--- src/hdl/qei_pkg.sv ---
// Package for the quadrature encoder interface: register map, fields, resets.
// Assumes a 32-bit APB bus with word-aligned registers.
package qei_pkg;
  // Byte offsets of the registers (printed offsets are all even multiples)
  localparam logic [7:0] OFS_CONTROL = 8'h00;
  localparam logic [7:0] OFS_FILTER  = 8'h04;
  localparam logic [7:0] OFS_POSITION_COUNT  = 8'h08;
  localparam logic [7:0] OFS_MAXIMUM_COUNT_LIMIT  = 8'h0C;
  localparam logic [7:0] OFS_STATUS  = 8'h10;
  // Control register fields
  localparam int CTL_ERR     = 15;
  localparam int CTL_IDLE    = 13;
  localparam int CTL_INDEX   = 12;
  localparam int CTL_DIR     = 11;
  localparam int CTL_MODE_LO = 8;
  localparam int CTL_DIROE   = 6;
  localparam int CTL_INDEX_RESET_ENABLE  = 2;
  localparam int CTL_DIRSRC  = 0;
  // Filter register fields
  localparam int FLT_COUNT_ERROR_IRQ_DISABLE    = 8;
  localparam int FLT_OUTEN   = 7;
  localparam int FLT_DIV_LO  = 4;
  // Reset values
  localparam logic [15:0] RST_CONTROL = 16'h0000;
  localparam logic [15:0] RST_FILTER  = 16'h0000;
  localparam logic [15:0] RST_POSITION_COUNT  = 16'h0000;
  localparam logic [15:0] RST_MAXIMUM_COUNT_LIMIT  = 16'hFFFF;
  // Number of encoder inputs filtered (bits of enc_t)
  localparam int FILTER_TAPS = 3;
  // Mode codes
  typedef enum logic [2:0] {
    MODE_OFF   = 3'h0,
    MODE_TIMER = 3'h1,
    MODE_X2IDX = 3'h4,
    MODE_X2MAX = 3'h5,
    MODE_X4IDX = 3'h6,
    MODE_X4MAX = 3'h7
  } mode_t;
  // Synchronised encoder inputs travel together
  typedef struct packed {
    logic index;
    logic phase_b;
    logic phase_a;
  } enc_t;
endpackage

--- src/hdl/qei_core.sv ---
// Quadrature encoder interface with position counter, filters and timer mode.
// Assumes encoder pins are asynchronous; sleep and idle come from the core.
//
// The APB register port and the placing of the registers were left to the implementer.
module qei_core
  import qei_pkg::*;
#(
  parameter int DIV_W = 3
)(
  input  wire logic        pclk,
  input  wire logic        presetn,
  input  wire logic        psel,
  input  wire logic        penable,
  input  wire logic        pwrite,
  input  wire logic [7:0]  paddr,
  input  wire logic [31:0] pwdata,
  output logic      [31:0] prdata,
  output logic             pready,
  output logic             pslverr,
  input  wire logic        phase_a_input,
  input  wire logic        phase_b_input,
  input  wire logic        index_input,
  input  wire logic        cpu_sleep,
  input  wire logic        cpu_idle,
  output logic             count_direction_out,
  output logic             count_direction_oe_n,
  output logic             module_interrupt_flag
);
  logic [15:0] control_reg;
  logic [15:0] filter_reg;
  logic [15:0] position_count_reg;
  logic [15:0] maximum_count_reg;
  logic        count_error_flag_reg;
  logic        dir_reg;
  logic        irq_reg;
  enc_t        sync1_reg, sync2_reg, flt_reg, prev_reg;
  enc_t        hist0_reg, hist1_reg;
  logic [6:0]  div_cnt_reg;
  logic        flt_tick;
  enc_t        use_in;
  mode_t       mode;
  logic        run, x2, x4, idx_mode, max_mode, tmr_mode;
  logic        a_edge, b_edge, step, up, idx_evt;
  logic        wr, rd_ok;
  logic [15:0] pos_next;
  logic        wrap_evt, err_evt, period_evt;
  logic [16:0] max_p1;

  assign mode     = mode_t'(control_reg[CTL_MODE_LO +: 3]);
  assign x2       = (mode == MODE_X2IDX) || (mode == MODE_X2MAX);
  assign x4       = (mode == MODE_X4IDX) || (mode == MODE_X4MAX);
  assign idx_mode = (mode == MODE_X2IDX) || (mode == MODE_X4IDX);
  assign max_mode = (mode == MODE_X2MAX) || (mode == MODE_X4MAX);
  assign tmr_mode = (mode == MODE_TIMER);
  assign run = !cpu_sleep && !(cpu_idle && control_reg[CTL_IDLE]);

  always_ff @(posedge pclk or negedge presetn)
  begin
    if (!presetn)
    begin
      sync1_reg <= '0;
      sync2_reg <= '0;
    end
    else
    begin
      sync1_reg <= {index_input, phase_b_input, phase_a_input};
      sync2_reg <= sync1_reg;
    end
  end

  always_ff @(posedge pclk or negedge presetn)
  begin
    if (!presetn)
      div_cnt_reg <= '0;
    else if (run)
      div_cnt_reg <= div_cnt_reg + 7'h01;
  end
  always_comb
  begin
    flt_tick = 1'b1;
    for (int i = 0; i < 7; i++)
      if (i < int'(filter_reg[FLT_DIV_LO +: DIV_W]) && !div_cnt_reg[i])
        flt_tick = 1'b0;
  end

  // three equal samples before output changes
  always_ff @(posedge pclk or negedge presetn)
  begin
    if (!presetn)
    begin
      hist0_reg <= '0;
      hist1_reg <= '0;
      flt_reg   <= '0;
    end
    else if (run && flt_tick)
    begin
      hist0_reg <= sync2_reg;
      hist1_reg <= hist0_reg;
      for (int k = 0; k < FILTER_TAPS; k++)
        if (sync2_reg[k] == hist0_reg[k] && hist0_reg[k] == hist1_reg[k])
          flt_reg[k] <= sync2_reg[k];
    end
  end

  assign use_in = filter_reg[FLT_OUTEN] ? flt_reg : sync2_reg;

  always_ff @(posedge pclk or negedge presetn)
  begin
    if (!presetn)
      prev_reg <= '0;
    else if (run)
      prev_reg <= use_in;
  end

  assign a_edge  = use_in.phase_a ^ prev_reg.phase_a;
  assign b_edge  = use_in.phase_b ^ prev_reg.phase_b;
  assign idx_evt = use_in.index && !prev_reg.index;
  // step selection; timer clock is phase A rise
  assign step = run && ((x2 && a_edge) || (x4 && (a_edge || b_edge))
                || (tmr_mode && use_in.phase_a && !prev_reg.phase_a));
  // A leading B forward: A edge with A!=B, or B edge with A==B
  // timer direction from phase B pin or direction bit
  assign up = tmr_mode ? (control_reg[CTL_DIRSRC] ? use_in.phase_b : control_reg[CTL_DIR])
            : (a_edge ? (use_in.phase_a != use_in.phase_b)
                      : (use_in.phase_a == use_in.phase_b));
  assign max_p1 = {1'b0, maximum_count_reg} + 17'h00001;

  // Next position and events
  always_comb
  begin
    pos_next   = position_count_reg;
    wrap_evt   = 1'b0;
    err_evt    = 1'b0;
    period_evt = 1'b0;
    if (step)
    begin
      pos_next = up ? position_count_reg + 16'h0001 : position_count_reg - 16'h0001;
      if (max_mode || tmr_mode)
      begin
        if (up && position_count_reg == maximum_count_reg)
          pos_next = 16'h0000;
        else if (!up && position_count_reg == 16'h0000)
          pos_next = maximum_count_reg;
        wrap_evt = max_mode && ((up && position_count_reg == maximum_count_reg)
                   || (!up && position_count_reg == 16'h0000));
        period_evt = tmr_mode && (pos_next == maximum_count_reg);
      end
    end
    if (idx_mode && step)
      err_evt = (!up && pos_next == 16'hFFFF) || (up && {1'b0, pos_next} == max_p1);
    if (run && idx_mode && control_reg[CTL_INDEX_RESET_ENABLE] && idx_evt)
      pos_next = 16'h0000;
  end

  // Direction latch
  always_ff @(posedge pclk or negedge presetn)
  begin
    if (!presetn)
      dir_reg <= 1'b0;
    else if (step)
      dir_reg <= up;
  end

  assign wr    = psel && penable && pwrite;
  assign rd_ok = (paddr == OFS_CONTROL) || (paddr == OFS_FILTER) || (paddr == OFS_POSITION_COUNT)
                 || (paddr == OFS_MAXIMUM_COUNT_LIMIT) || (paddr == OFS_STATUS);

  // Configuration registers; idle bit resets to zero
  always_ff @(posedge pclk or negedge presetn)
  begin
    if (!presetn)
    begin
      control_reg       <= RST_CONTROL;
      filter_reg        <= RST_FILTER;
      maximum_count_reg <= RST_MAXIMUM_COUNT_LIMIT;
    end
    else if (wr)
    begin
      if (paddr == OFS_CONTROL)
        control_reg <= pwdata[15:0];
      if (paddr == OFS_FILTER)
        filter_reg <= pwdata[15:0];
      if (paddr == OFS_MAXIMUM_COUNT_LIMIT)
        maximum_count_reg <= pwdata[15:0];
    end
  end

  // counter only touched by steps, index resets or software, never by mode writes
  always_ff @(posedge pclk or negedge presetn)
  begin
    if (!presetn)
      position_count_reg <= RST_POSITION_COUNT;
    else if (wr && paddr == OFS_POSITION_COUNT)
      position_count_reg <= pwdata[15:0];
    else
      position_count_reg <= pos_next;
  end

  // error flag: set wins over software write
  always_ff @(posedge pclk or negedge presetn)
  begin
    if (!presetn)
      count_error_flag_reg <= 1'b0;
    else if (err_evt)
      count_error_flag_reg <= 1'b1;
    else if (wr && paddr == OFS_CONTROL)
      count_error_flag_reg <= pwdata[CTL_ERR];
  end

  // shared flag; index-mode wraps give none
  always_ff @(posedge pclk or negedge presetn)
  begin
    if (!presetn)
      irq_reg <= 1'b0;
    else if ((err_evt && !filter_reg[FLT_COUNT_ERROR_IRQ_DISABLE]) || wrap_evt || period_evt
             || (run && idx_mode && idx_evt))
      irq_reg <= 1'b1;
    else if (wr && paddr == OFS_STATUS && pwdata[0])
      irq_reg <= 1'b0;
  end

  // APB slave, zero wait states
  always_ff @(posedge pclk or negedge presetn)
  begin
    if (!presetn)
    begin
      prdata  <= '0;
      pready  <= 1'b0;
      pslverr <= 1'b0;
    end
    else
    begin
      pready  <= psel && !penable;
      pslverr <= psel && !penable && !rd_ok;
      prdata  <= '0;
      if (psel && !penable && !pwrite)
        case (paddr)
          OFS_CONTROL: prdata <= {16'h0000, count_error_flag_reg, control_reg[14:13],
                                  use_in.index, dir_reg, control_reg[10:0]};
          OFS_FILTER:  prdata <= {16'h0000, filter_reg};
          OFS_POSITION_COUNT:  prdata <= {16'h0000, position_count_reg};
          OFS_MAXIMUM_COUNT_LIMIT:  prdata <= {16'h0000, maximum_count_reg};
          OFS_STATUS:  prdata <= {31'h00000000, irq_reg};
          default:     prdata <= '0;
        endcase
    end
  end

  always_ff @(posedge pclk or negedge presetn)
  begin
    if (!presetn)
    begin
      count_direction_out   <= 1'b0;
      count_direction_oe_n  <= 1'b1;
      module_interrupt_flag <= 1'b0;
    end
    else
    begin
      count_direction_out   <= dir_reg;
      count_direction_oe_n  <= !control_reg[CTL_DIROE];
      module_interrupt_flag <= irq_reg;
    end
  end

  // error flag follows a count error
  a_err_sets_flag: assert property (@(posedge pclk) disable iff (!presetn)
    err_evt |=> count_error_flag_reg) else $error("error flag not set");
  a_err_mode_only: assert property (@(posedge pclk) disable iff (!presetn)
    err_evt |-> idx_mode) else $error("error outside index mode");
  a_sleep_halts: assert property (@(posedge pclk) disable iff (!presetn)
    cpu_sleep |-> !step) else $error("step during sleep");
  // interrupt reaches pin two cycles later
  a_irq_pin: assert property (@(posedge pclk) disable iff (!presetn)
    (wrap_evt || period_evt) |=> ##1 module_interrupt_flag) else $error("irq lost");
  a_max_wrap: assert property (@(posedge pclk) disable iff (!presetn)
    (step && max_mode && up && position_count_reg == maximum_count_reg && !wr && !idx_evt)
    |=> position_count_reg == 16'h0000) else $error("no wrap");
  a_dir_oe: assert property (@(posedge pclk) disable iff (!presetn)
    control_reg[CTL_DIROE] |=> !count_direction_oe_n) else $error("dir pin off");
  a_index_clear: assert property (@(posedge pclk) disable iff (!presetn)
    (run && idx_mode && control_reg[CTL_INDEX_RESET_ENABLE] && idx_evt && !wr)
    |=> position_count_reg == 16'h0000) else $error("index clear missing");
  a_step_one: assert property (@(posedge pclk) disable iff (!presetn)
    (step && x4 && !idx_evt && !wr && up && position_count_reg != 16'hFFFF && !max_mode)
    |=> position_count_reg == $past(position_count_reg) + 16'h0001) else $error("bad step");

  // filter output holds without three equal samples
  a_filter_hold: assert property (@(posedge pclk) disable iff (!presetn)
    !(run && flt_tick && sync2_reg.phase_a == hist0_reg.phase_a && hist0_reg.phase_a == hist1_reg.phase_a)
    |=> $stable(flt_reg.phase_a)) else $error("filter changed early");

  // x2 modes ignore phase B edges
  a_x2_b_ignored: assert property (@(posedge pclk) disable iff (!presetn)
    (x2 && b_edge && !a_edge) |-> !step)
    else $error("x2 stepped on phase B");

  // timer period match raises the flag
  a_period_irq: assert property (@(posedge pclk) disable iff (!presetn)
    period_evt |=> irq_reg)
    else $error("period match lost");

  a_count_error_irq_disable_mask: assert property (@(posedge pclk) disable iff (!presetn)
    (err_evt && filter_reg[FLT_COUNT_ERROR_IRQ_DISABLE] && !idx_evt && !irq_reg) |=> !irq_reg)
    else $error("masked error interrupted");

  a_index_irq: assert property (@(posedge pclk) disable iff (!presetn)
    (run && idx_mode && idx_evt) |=> irq_reg)
    else $error("index interrupt lost");

  // index modes give no wrap interrupt
  a_no_wrap_irq: assert property (@(posedge pclk) disable iff (!presetn)
    (step && idx_mode && !idx_evt && !err_evt && !irq_reg) |=> !irq_reg)
    else $error("wrap interrupt in index mode");

  // control writes leave the count alone
  a_mode_keeps_count: assert property (@(posedge pclk) disable iff (!presetn)
    (wr && paddr == OFS_CONTROL && !step && !idx_evt) |=> $stable(position_count_reg))
    else $error("mode write moved count");

  a_idle_halt: assert property (@(posedge pclk) disable iff (!presetn)
    (cpu_idle && control_reg[CTL_IDLE]) |-> !step)
    else $error("step during idle stop");

  a_filter_bypass: assert property (@(posedge pclk) disable iff (!presetn)
    (run && !filter_reg[FLT_OUTEN]) |=> prev_reg == $past(sync2_reg))
    else $error("filter used while off");

  a_irq_sticky: assert property (@(posedge pclk) disable iff (!presetn)
    (irq_reg && !(wr && paddr == OFS_STATUS && pwdata[0])) |=> irq_reg)
    else $error("flag dropped alone");

  // error flag holds until software writes
  a_err_sticky: assert property (@(posedge pclk) disable iff (!presetn)
    (count_error_flag_reg && !(wr && paddr == OFS_CONTROL)) |=> count_error_flag_reg)
    else $error("error flag dropped alone");
endmodule

--- config.mk ---
export PLATFORM = sky130hd
export DESIGN_NAME = qei_core
export DESIGN_NICKNAME = d
export VERILOG_FILES = /design/src/hdl/qei_pkg.sv /design/src/hdl/qei_core.sv
export SDC_FILE = /design/constraint.sdc
export NUM_CORES = 1
export LEC_CHECK = 0
export BUFFER_PORTS_ARGS = -buffer_cell sky130_fd_sc_hd__buf_2
export CAP_MARGIN = 40
export CORE_MARGIN = 4
export CORE_UTILIZATION = 55
export CTS_CLUSTER_DIAMETER = 150
export DETAILED_ROUTE_END_ITERATION = 7
export PLACE_DENSITY = 0.73
export SYNTH_ARGS = -nofsm -noshare
export SYNTH_HDL_FRONTEND = slang
export SYNTH_SLANG_ARGS = --single-unit
--- constraint.sdc ---
create_clock -name pclk -period 5.4 [get_ports pclk]
set_clock_uncertainty 0.1 [all_clocks]
set_input_delay 1.08 -clock pclk [delete_from_list [all_inputs] [get_ports pclk]]
set_output_delay 1.08 -clock pclk [all_outputs]
set_load 0.005 [all_outputs]
---- Word-level counts from Yosys, hierarchy flattened ----
Cells that the tools add are included.
storage, ports and cells
  flip-flop bits (word level) ............. 128
  latch bits .............................. 0
  RAM bits ................................ 0
  memory bits (read-only) ................. 0
  bits of input ports ..................... 50
  logic and storage cells ................. 181
  memories kept ........................... 0
cells by class
  add/sub/neg operators ................... 4
  multipliers ............................. 0
  div/mod/pow operators ................... 0
  order comparisons ....................... 7
  equality and inequality tests ........... 21
  shift-type cells ........................ 0
  muxes and demuxes ....................... 31
  bitwise gates (word level) .............. 2
  reduce and logical (&&, ||, !) cells .... 84
operator list
  cell                                                                          number
  16-bit 2-to-1 mux                                                             9
  16-bit case mux with 5 select lines                                           1
  1-bit logical AND                                                             40
  16-bit equality test                                                          2
  32-bit 2-to-1 mux                                                             1
  1-bit 2-to-1 mux                                                              19
  16-bit by 1-bit adder with 17-bit output (second input constant)              1
  16-bit by 17-bit equality test with 1-bit output                              1
  1-bit zero test                                                               17
  1-bit logical OR                                                              17
  16-bit by 1-bit adder with 16-bit output (second input constant)              1
  16-bit equality test (second input constant)                                  1
  8-bit by 4-bit equality test with 1-bit output (second input constant)        2
  16-bit zero test                                                              1
  16-bit by 1-bit subtractor with 16-bit output (second input constant)         1
  3-bit equality test (second input constant)                                   4
  2-bit AND reduction                                                           6
  3-bit less-than comparator (first input constant)                             3
  8-bit by 3-bit equality test with 1-bit output (second input constant)        1
  8-bit by 5-bit equality test with 1-bit output (second input constant)        1
  8-bit zero test                                                               1
  7-bit by 1-bit adder with 7-bit output (second input constant)                1
  1-bit equality test                                                           7
  1-bit by 3-bit less-than comparator with 1-bit output (first input constant)  2
  other kinds (6)                                                               9

---- Longest topological paths before layout ----
  depth in word-level cells ............... 21
  depth in mapped cells ................... 22

---- Worst setup path before layout ----
No wires, ideal clock.
  path kind ............................... register to register
  start point ............................. reg control_reg[10]
  end point ............................... reg irq_reg
  setup time .............................. 0.074 ns
  data arrival time ....................... 4.632 ns
  data required time ...................... 5.226 ns
  setup slack ............................. 0.593 ns
  stages on the path, launching flop included .. 23
  path buffers ............................ 6
  period minus slack after synthesis ...... 4.807 ns
  cells stage by stage .................... dfrtp_1 buf_6 or3b_1 buf_6 a211o_4 o21ai_4 buf_6 buf_2 buf_2 xnor2_1 ha_1 or4_1 buf_2 nor3_1 o211ai_1 and3_1 or2_1 mux2_1 nor4_1 nand4_1 nor4_2 a41oi_2 o21ai_2
on the way
  cells in the longest elaborated chain, start to end .. 19
  elaborated cells between the ends (all ways) .. 51
RTL lines
  what                                                                                             RTL line                                           text
  start: declaration                                                                               qei_core.sv:29                                     logic [15:0] control_reg;
  start signal: assignment                                                                         qei_core.sv:180                                    control_reg <= pwdata[15:0];
  3-bit by 1-bit equality test with 1-bit output                                                   qei_core.sv:54                                     assign tmr_mode = (mode == MODE_TIMER);
  1-bit 2-to-1 mux                                                                                 qei_core.sv:123                                    assign up = tmr_mode ? (control_reg[CTL_DIRSRC] ? use_in.phase_b : control_reg[CTL_DIR])
  1-bit zero test                                                                                  qei_core.sv:142, qei_core.sv:145, qei_core.sv:150
  1-bit logical AND                                                                                qei_core.sv:142, qei_core.sv:145
  16-bit 2-to-1 mux                                                                                qei_core.sv:142                                    else if (!up && position_count_reg == 16'h0000)
  16-bit 2-to-1 mux                                                                                qei_core.sv:140                                    if (up && position_count_reg == maximum_count_reg)
  16-bit 2-to-1 mux                                                                                qei_core.sv:138                                    if (max_mode || tmr_mode)
  16-bit 2-to-1 mux                                                                                qei_core.sv:135                                    if (step)
  (+2 left out)                                                                                    -
  16-bit by 17-bit equality test with 1-bit output / 16-bit equality test (equally long branches)  qei_core.sv:150                                    err_evt = (!up && pos_next == 16'hFFFF) || (up && {1'b0, pos_next} == max_p1);
  1-bit logical AND                                                                                qei_core.sv:150
  1-bit logical OR                                                                                 qei_core.sv:150
  1-bit 2-to-1 mux                                                                                 qei_core.sv:149                                    if (idx_mode && step)
  1-bit logical AND                                                                                qei_core.sv:215                                    else if ((err_evt && !filter_reg[FLT_COUNT_ERROR_IRQ_DISABLE]) || wrap_evt || period_evt
  1-bit logical OR (2 in a row)                                                                    qei_core.sv:215
  1-bit logical OR (*)                                                                             qei_core.sv:216                                    || (run && idx_mode && idx_evt))
  1-bit 2-to-1 mux / 2-bit nonzero test (equally long branches)                                    -
  end signal: assignment                                                                           qei_core.sv:214                                    irq_reg <= 1'b0;
  end signal: assignment                                                                           qei_core.sv:217                                    irq_reg <= 1'b1;
  end signal: assignment                                                                           qei_core.sv:219                                    irq_reg <= 1'b0;
  end: declaration                                                                                 qei_core.sv:35                                     logic irq_reg;
Mark *: on every way between the ends. The rest lies on a longest branch, timed or not. The select of a mux whose other input is x is not followed.
A chain may end at the register's enable or synchronous reset.

---- Worst setup path after layout ----
  start point ............................. reg filter_reg[7]
  end point ............................... reg irq_reg
on the way
  cells in the longest elaborated chain, start to end .. 21
  elaborated cells between the ends (all ways) .. 49
RTL lines
  what                                                                                             RTL line                                           text
  start: declaration                                                                               qei_core.sv:30                                     logic [15:0] filter_reg;
  start signal: assignment                                                                         qei_core.sv:182                                    filter_reg <= pwdata[15:0];
  3-bit 2-to-1 mux (*)                                                                             qei_core.sv:105                                    assign use_in = filter_reg[FLT_OUTEN] ? flt_reg : sync2_reg;
  1-bit equality test (tied with other cells)                                                      qei_core.sv:125                                    : (use_in.phase_a == use_in.phase_b));
  1-bit 2-to-1 mux                                                                                 qei_core.sv:124                                    : (a_edge ? (use_in.phase_a != use_in.phase_b)
  1-bit 2-to-1 mux                                                                                 qei_core.sv:123
  1-bit zero test                                                                                  qei_core.sv:142, qei_core.sv:145, qei_core.sv:150
  1-bit logical AND                                                                                qei_core.sv:142, qei_core.sv:145
  16-bit 2-to-1 mux                                                                                qei_core.sv:142
  16-bit 2-to-1 mux                                                                                qei_core.sv:140
  (+4 left out)                                                                                    -
  16-bit by 17-bit equality test with 1-bit output / 16-bit equality test (equally long branches)  qei_core.sv:150
  1-bit logical AND                                                                                qei_core.sv:150
  1-bit logical OR                                                                                 qei_core.sv:150
  1-bit 2-to-1 mux                                                                                 qei_core.sv:149
  1-bit logical AND                                                                                qei_core.sv:215
  1-bit logical OR (2 in a row)                                                                    qei_core.sv:215
  1-bit logical OR (*)                                                                             qei_core.sv:216
  1-bit 2-to-1 mux / 2-bit nonzero test (equally long branches)                                    -
Marks and branches as above.

==> results.md <==
- Full die area: 16280 sq um
- Worst slew margin: 0.3828
- Initial Utilization: 0.5647
- Final Hold Vio Count: 0
- Total number of vias: 6899
- Initial antenna violation count: 0
- CP most frequent cell: xnor2_1
- Num Clock Sinks: 111
- Diodes inserted: 0
- Final wirelength: 25710 microns
- Final Net Count: 888
- Synth Area in XOR/XNOR: 0.06996
- Crit path time final: 4.923 ns
- CP Cell Sequence: mux2i_4 > xnor2_1 > o21ai_4 > xnor2_1 > ha_1 > or4_1 > nor3_1 > o211ai_1 > and3_1 > or2_1 > mux2_1 > nor4_1 > nand4_1 > nor4_2 > a41oi_2 > o21ai_2
- Min-Delay Endpoint: sync2_reg[0]
- Max FO, Critical Path: 11
- Total CTS buffers: 9
- Max_cap viols: 0
- Clk slew on worst S/H paths: 0.07 ns
- RSZ-0062 raised after global routing: false
- RePlAce Congestion: 1.005
- Most frequent cells in the layout: dfrtp_1 (94), nand2_1 (64), buf_2 (54)
- Grt met1 use: 0.4308
- Clock tree buffer depth: 2
- Hold path start: sync1_reg[0]
- Port Buffers: 54
- R2R setup slack: 0.48 ns
- Worst Path Required: 5.58 ns
- Crit-path max cell delay: 0.65 ns
- Fmax achieved: 0.2031 GHz
- Final setup viols: 0
- Switching Fraction: 0.3020
- Main combinational cell family by area after synthesis: simple AND/OR/NAND/NOR gates
- Htree depth: 3
- Layout fillers: 1191
- Die width: 127.6 microns
- Period utilization: 0.9118
- TritonCTS clock tree: yes
- Pwr/cell area: 227.2 nW/um^2
- Largest net degree at the start of global routing: 58
- Resized Gates After CTS: 0
- Status: complete, no violations
- Routed vias/inst: 6.764
- Multi-input logic area: 4613 sq um
- Compound-gate portion of the synthesized area: 0.1623
- Total gr overflow: 0
- Crit start category: register
- DPL Wire Length: 19480 microns
- Post-CTS setup buffers: 0
- FFs w/ async S/R, synth: 1.000
- Number of routed nets with antenna violations: 0
- Pre-Repair DR Iteration Count: 5
- NetSw: 575.8 uW
- Worst Hold Slack: 0.2626 ns
- First-pass GRT wire length: 39990 microns
- Clock power share: 0.332
- Fin. max-slew vios: 0
- Hold buffer count at cts: 0
- Number of synthesized register bits: 111
- Static leakage: 3.512 nW
- Worst path slowest cell: or4_1
- Drt initial violations: 646
- Post-Syn Area: 7869 sq um
- Post-Synth Simple-Gate Area: 0.1997
- Setup CP Type: register to register
- Top FF cell, synth: dfrtp_1
- Hold Crit Class: register to register
- Met3 Use GR: 0.06145
- FF-to-FF End: irq_reg
- Logic pwr share: 0.169
- Internal power: 1.331 mW
- IO Pins: 87
- Worst-Skew Late Latency: 0.35 ns
- Final setup TNS: 0 ns
- Grt met2 use: 0.5144
- Adder-Cell Fraction of Synth Area: 0.004770
- Reg2Reg Depth: 16
- Clock Tree Root: clkbuf_16
- Area occupied by registers: 2799 sq um
- Crit. End Element: register
- Netlist cell types: 91
- Gate Count Post-Synth: 828
- Mux cell area share after synthesis: 0.1418
- Vias in the first global route: 6884
- DRC errors left: 0
- Layout area overhead: 6.647%
- Die height: 127.6 microns
- Hold path depth: 0
- Register area share after synthesis: 0.3557
- Max IR drop VDD: 0.0002277 V
- All-Layer GR Usage: 0.3194
- Reg power frac: 0.499
- Reg2Reg Launch Point: filter_reg[7]
- Row count: 43
- Drt wl/cell: 25.21 microns
- Core area: 13930 sq um
- Most common cell after layout, fill and taps aside: dfrtp_1
- Share of cells above drive strength 1: 0.2429
- GRT busiest layer: met2
- Ys Warns: 0
- Worst-Margin Slew: 0.9174 ns
- Worst endpoint data arrival time: 5.10 ns
- EDFF count, synth: 0
- Synth Area per Inst: 9.503 sq um
[how the worst max path moves through the flow]
stage / startpoint / end / slack (ns) / cells past startpoint
5_1_grt: filter_reg[7] / count_error_flag_reg / 0.05 / 16
2_1_floorplan: control_reg[10] / irq_reg / 0.59 / 22
6_report: filter_reg[7] / irq_reg / 0.48 / 16
4_1_cts: filter_reg[7] / irq_reg / 0.51 / 16
3_5_place_dp: filter_reg[7] / irq_reg / 0.55 / 16
3_3_place_gp: filter_reg[7] / irq_reg / 0.65 / 15
[final cells by class]
type / instances / area share
sequential: 111 / 0.3335
tap: 180 / 0.02684
clock inverter: 6 / 0.006709
multi-input combinational: 628 / 0.5497
clock buffer: 10 / 0.02728
timing repair buffer: 73 / 0.05054
inverter: 12 / 0.005368
[synthesized netlist by cell type, types with 14 or more instances]
cell	n	area (sq um)
dfrtp_1	94	2352
nand2_1	64	240.2
mux2_2	53	596.8
nor2_1	52	195.2
clkbuf_1	51	191.4
xnor2_1	42	367.9
o21ai_0	41	205.2
nand3_1	33	165.2
and3_1	28	175.2
nor3_1	25	125.1
a21oi_1	22	110.1
xor2_1	19	166.4
buf_4	18	135.1
dfstp_2	17	446.7
nand4_1	16	100.1
mux4_2	15	337.8
buf_2	14	70.07
nor4_1	14	87.58
[logic make-up (layout without fill, tap and decap cells)]
kind of cell / after synthesis / count (layout)
compound gates: 173 / 173
mux: 83 / 83
fa+ha+maj: 3 / 3
simple gates: 291 / 291
flops: 111 / 111
xor+xnor: 62 / 62
buf+inv: 104 / 101
other cells: 1 / 16
[through the flow]
step                      power, mW  setup slack (ns)  instances  area [sq um]    util
after floorplan               1.172            0.5932        843          7925       -
after global routing          1.987           0.04653       1020          8392  0.6022
after detailed placement      1.281            0.5485       1004          8107  0.5818
after global placement        1.260            0.6507       1000          8068  0.5790
after CTS                     1.914            0.5103       1020          8392  0.6022
final                         1.907            0.4765       1020          8392  0.6022
[power by group through the flow]
| stage | logic [mW] | registers, mW | clock network (mW) |
|---|---|---|---|
| finish | 0.322 | 0.951 | 0.634 |
| global placement | 0.303 | 0.957 | 0 |
| CTS | 0.318 | 0.949 | 0.647 |
| floorplan | 0.243 | 0.930 | 0 |
| global route | 0.348 | 0.958 | 0.681 |
| detailed placement | 0.317 | 0.964 | 0 |
[critical path, delay by kind of cell (launching register included)]
family,cells,cell delay (ns)
fa+ha+maj,1,0.29
xor+xnor,2,0.48
mux,2,0.84
compound gates,4,0.56
simple gates,7,2.02
flops,1,0.56
[layer usage]
metal  up-vias  share of wire
li1       3036              -
met1      3442           0.42
met2       354           0.46
met3        67          0.084
met4         0          0.035
met5         -              0
(Power assumes the default switching activity.)
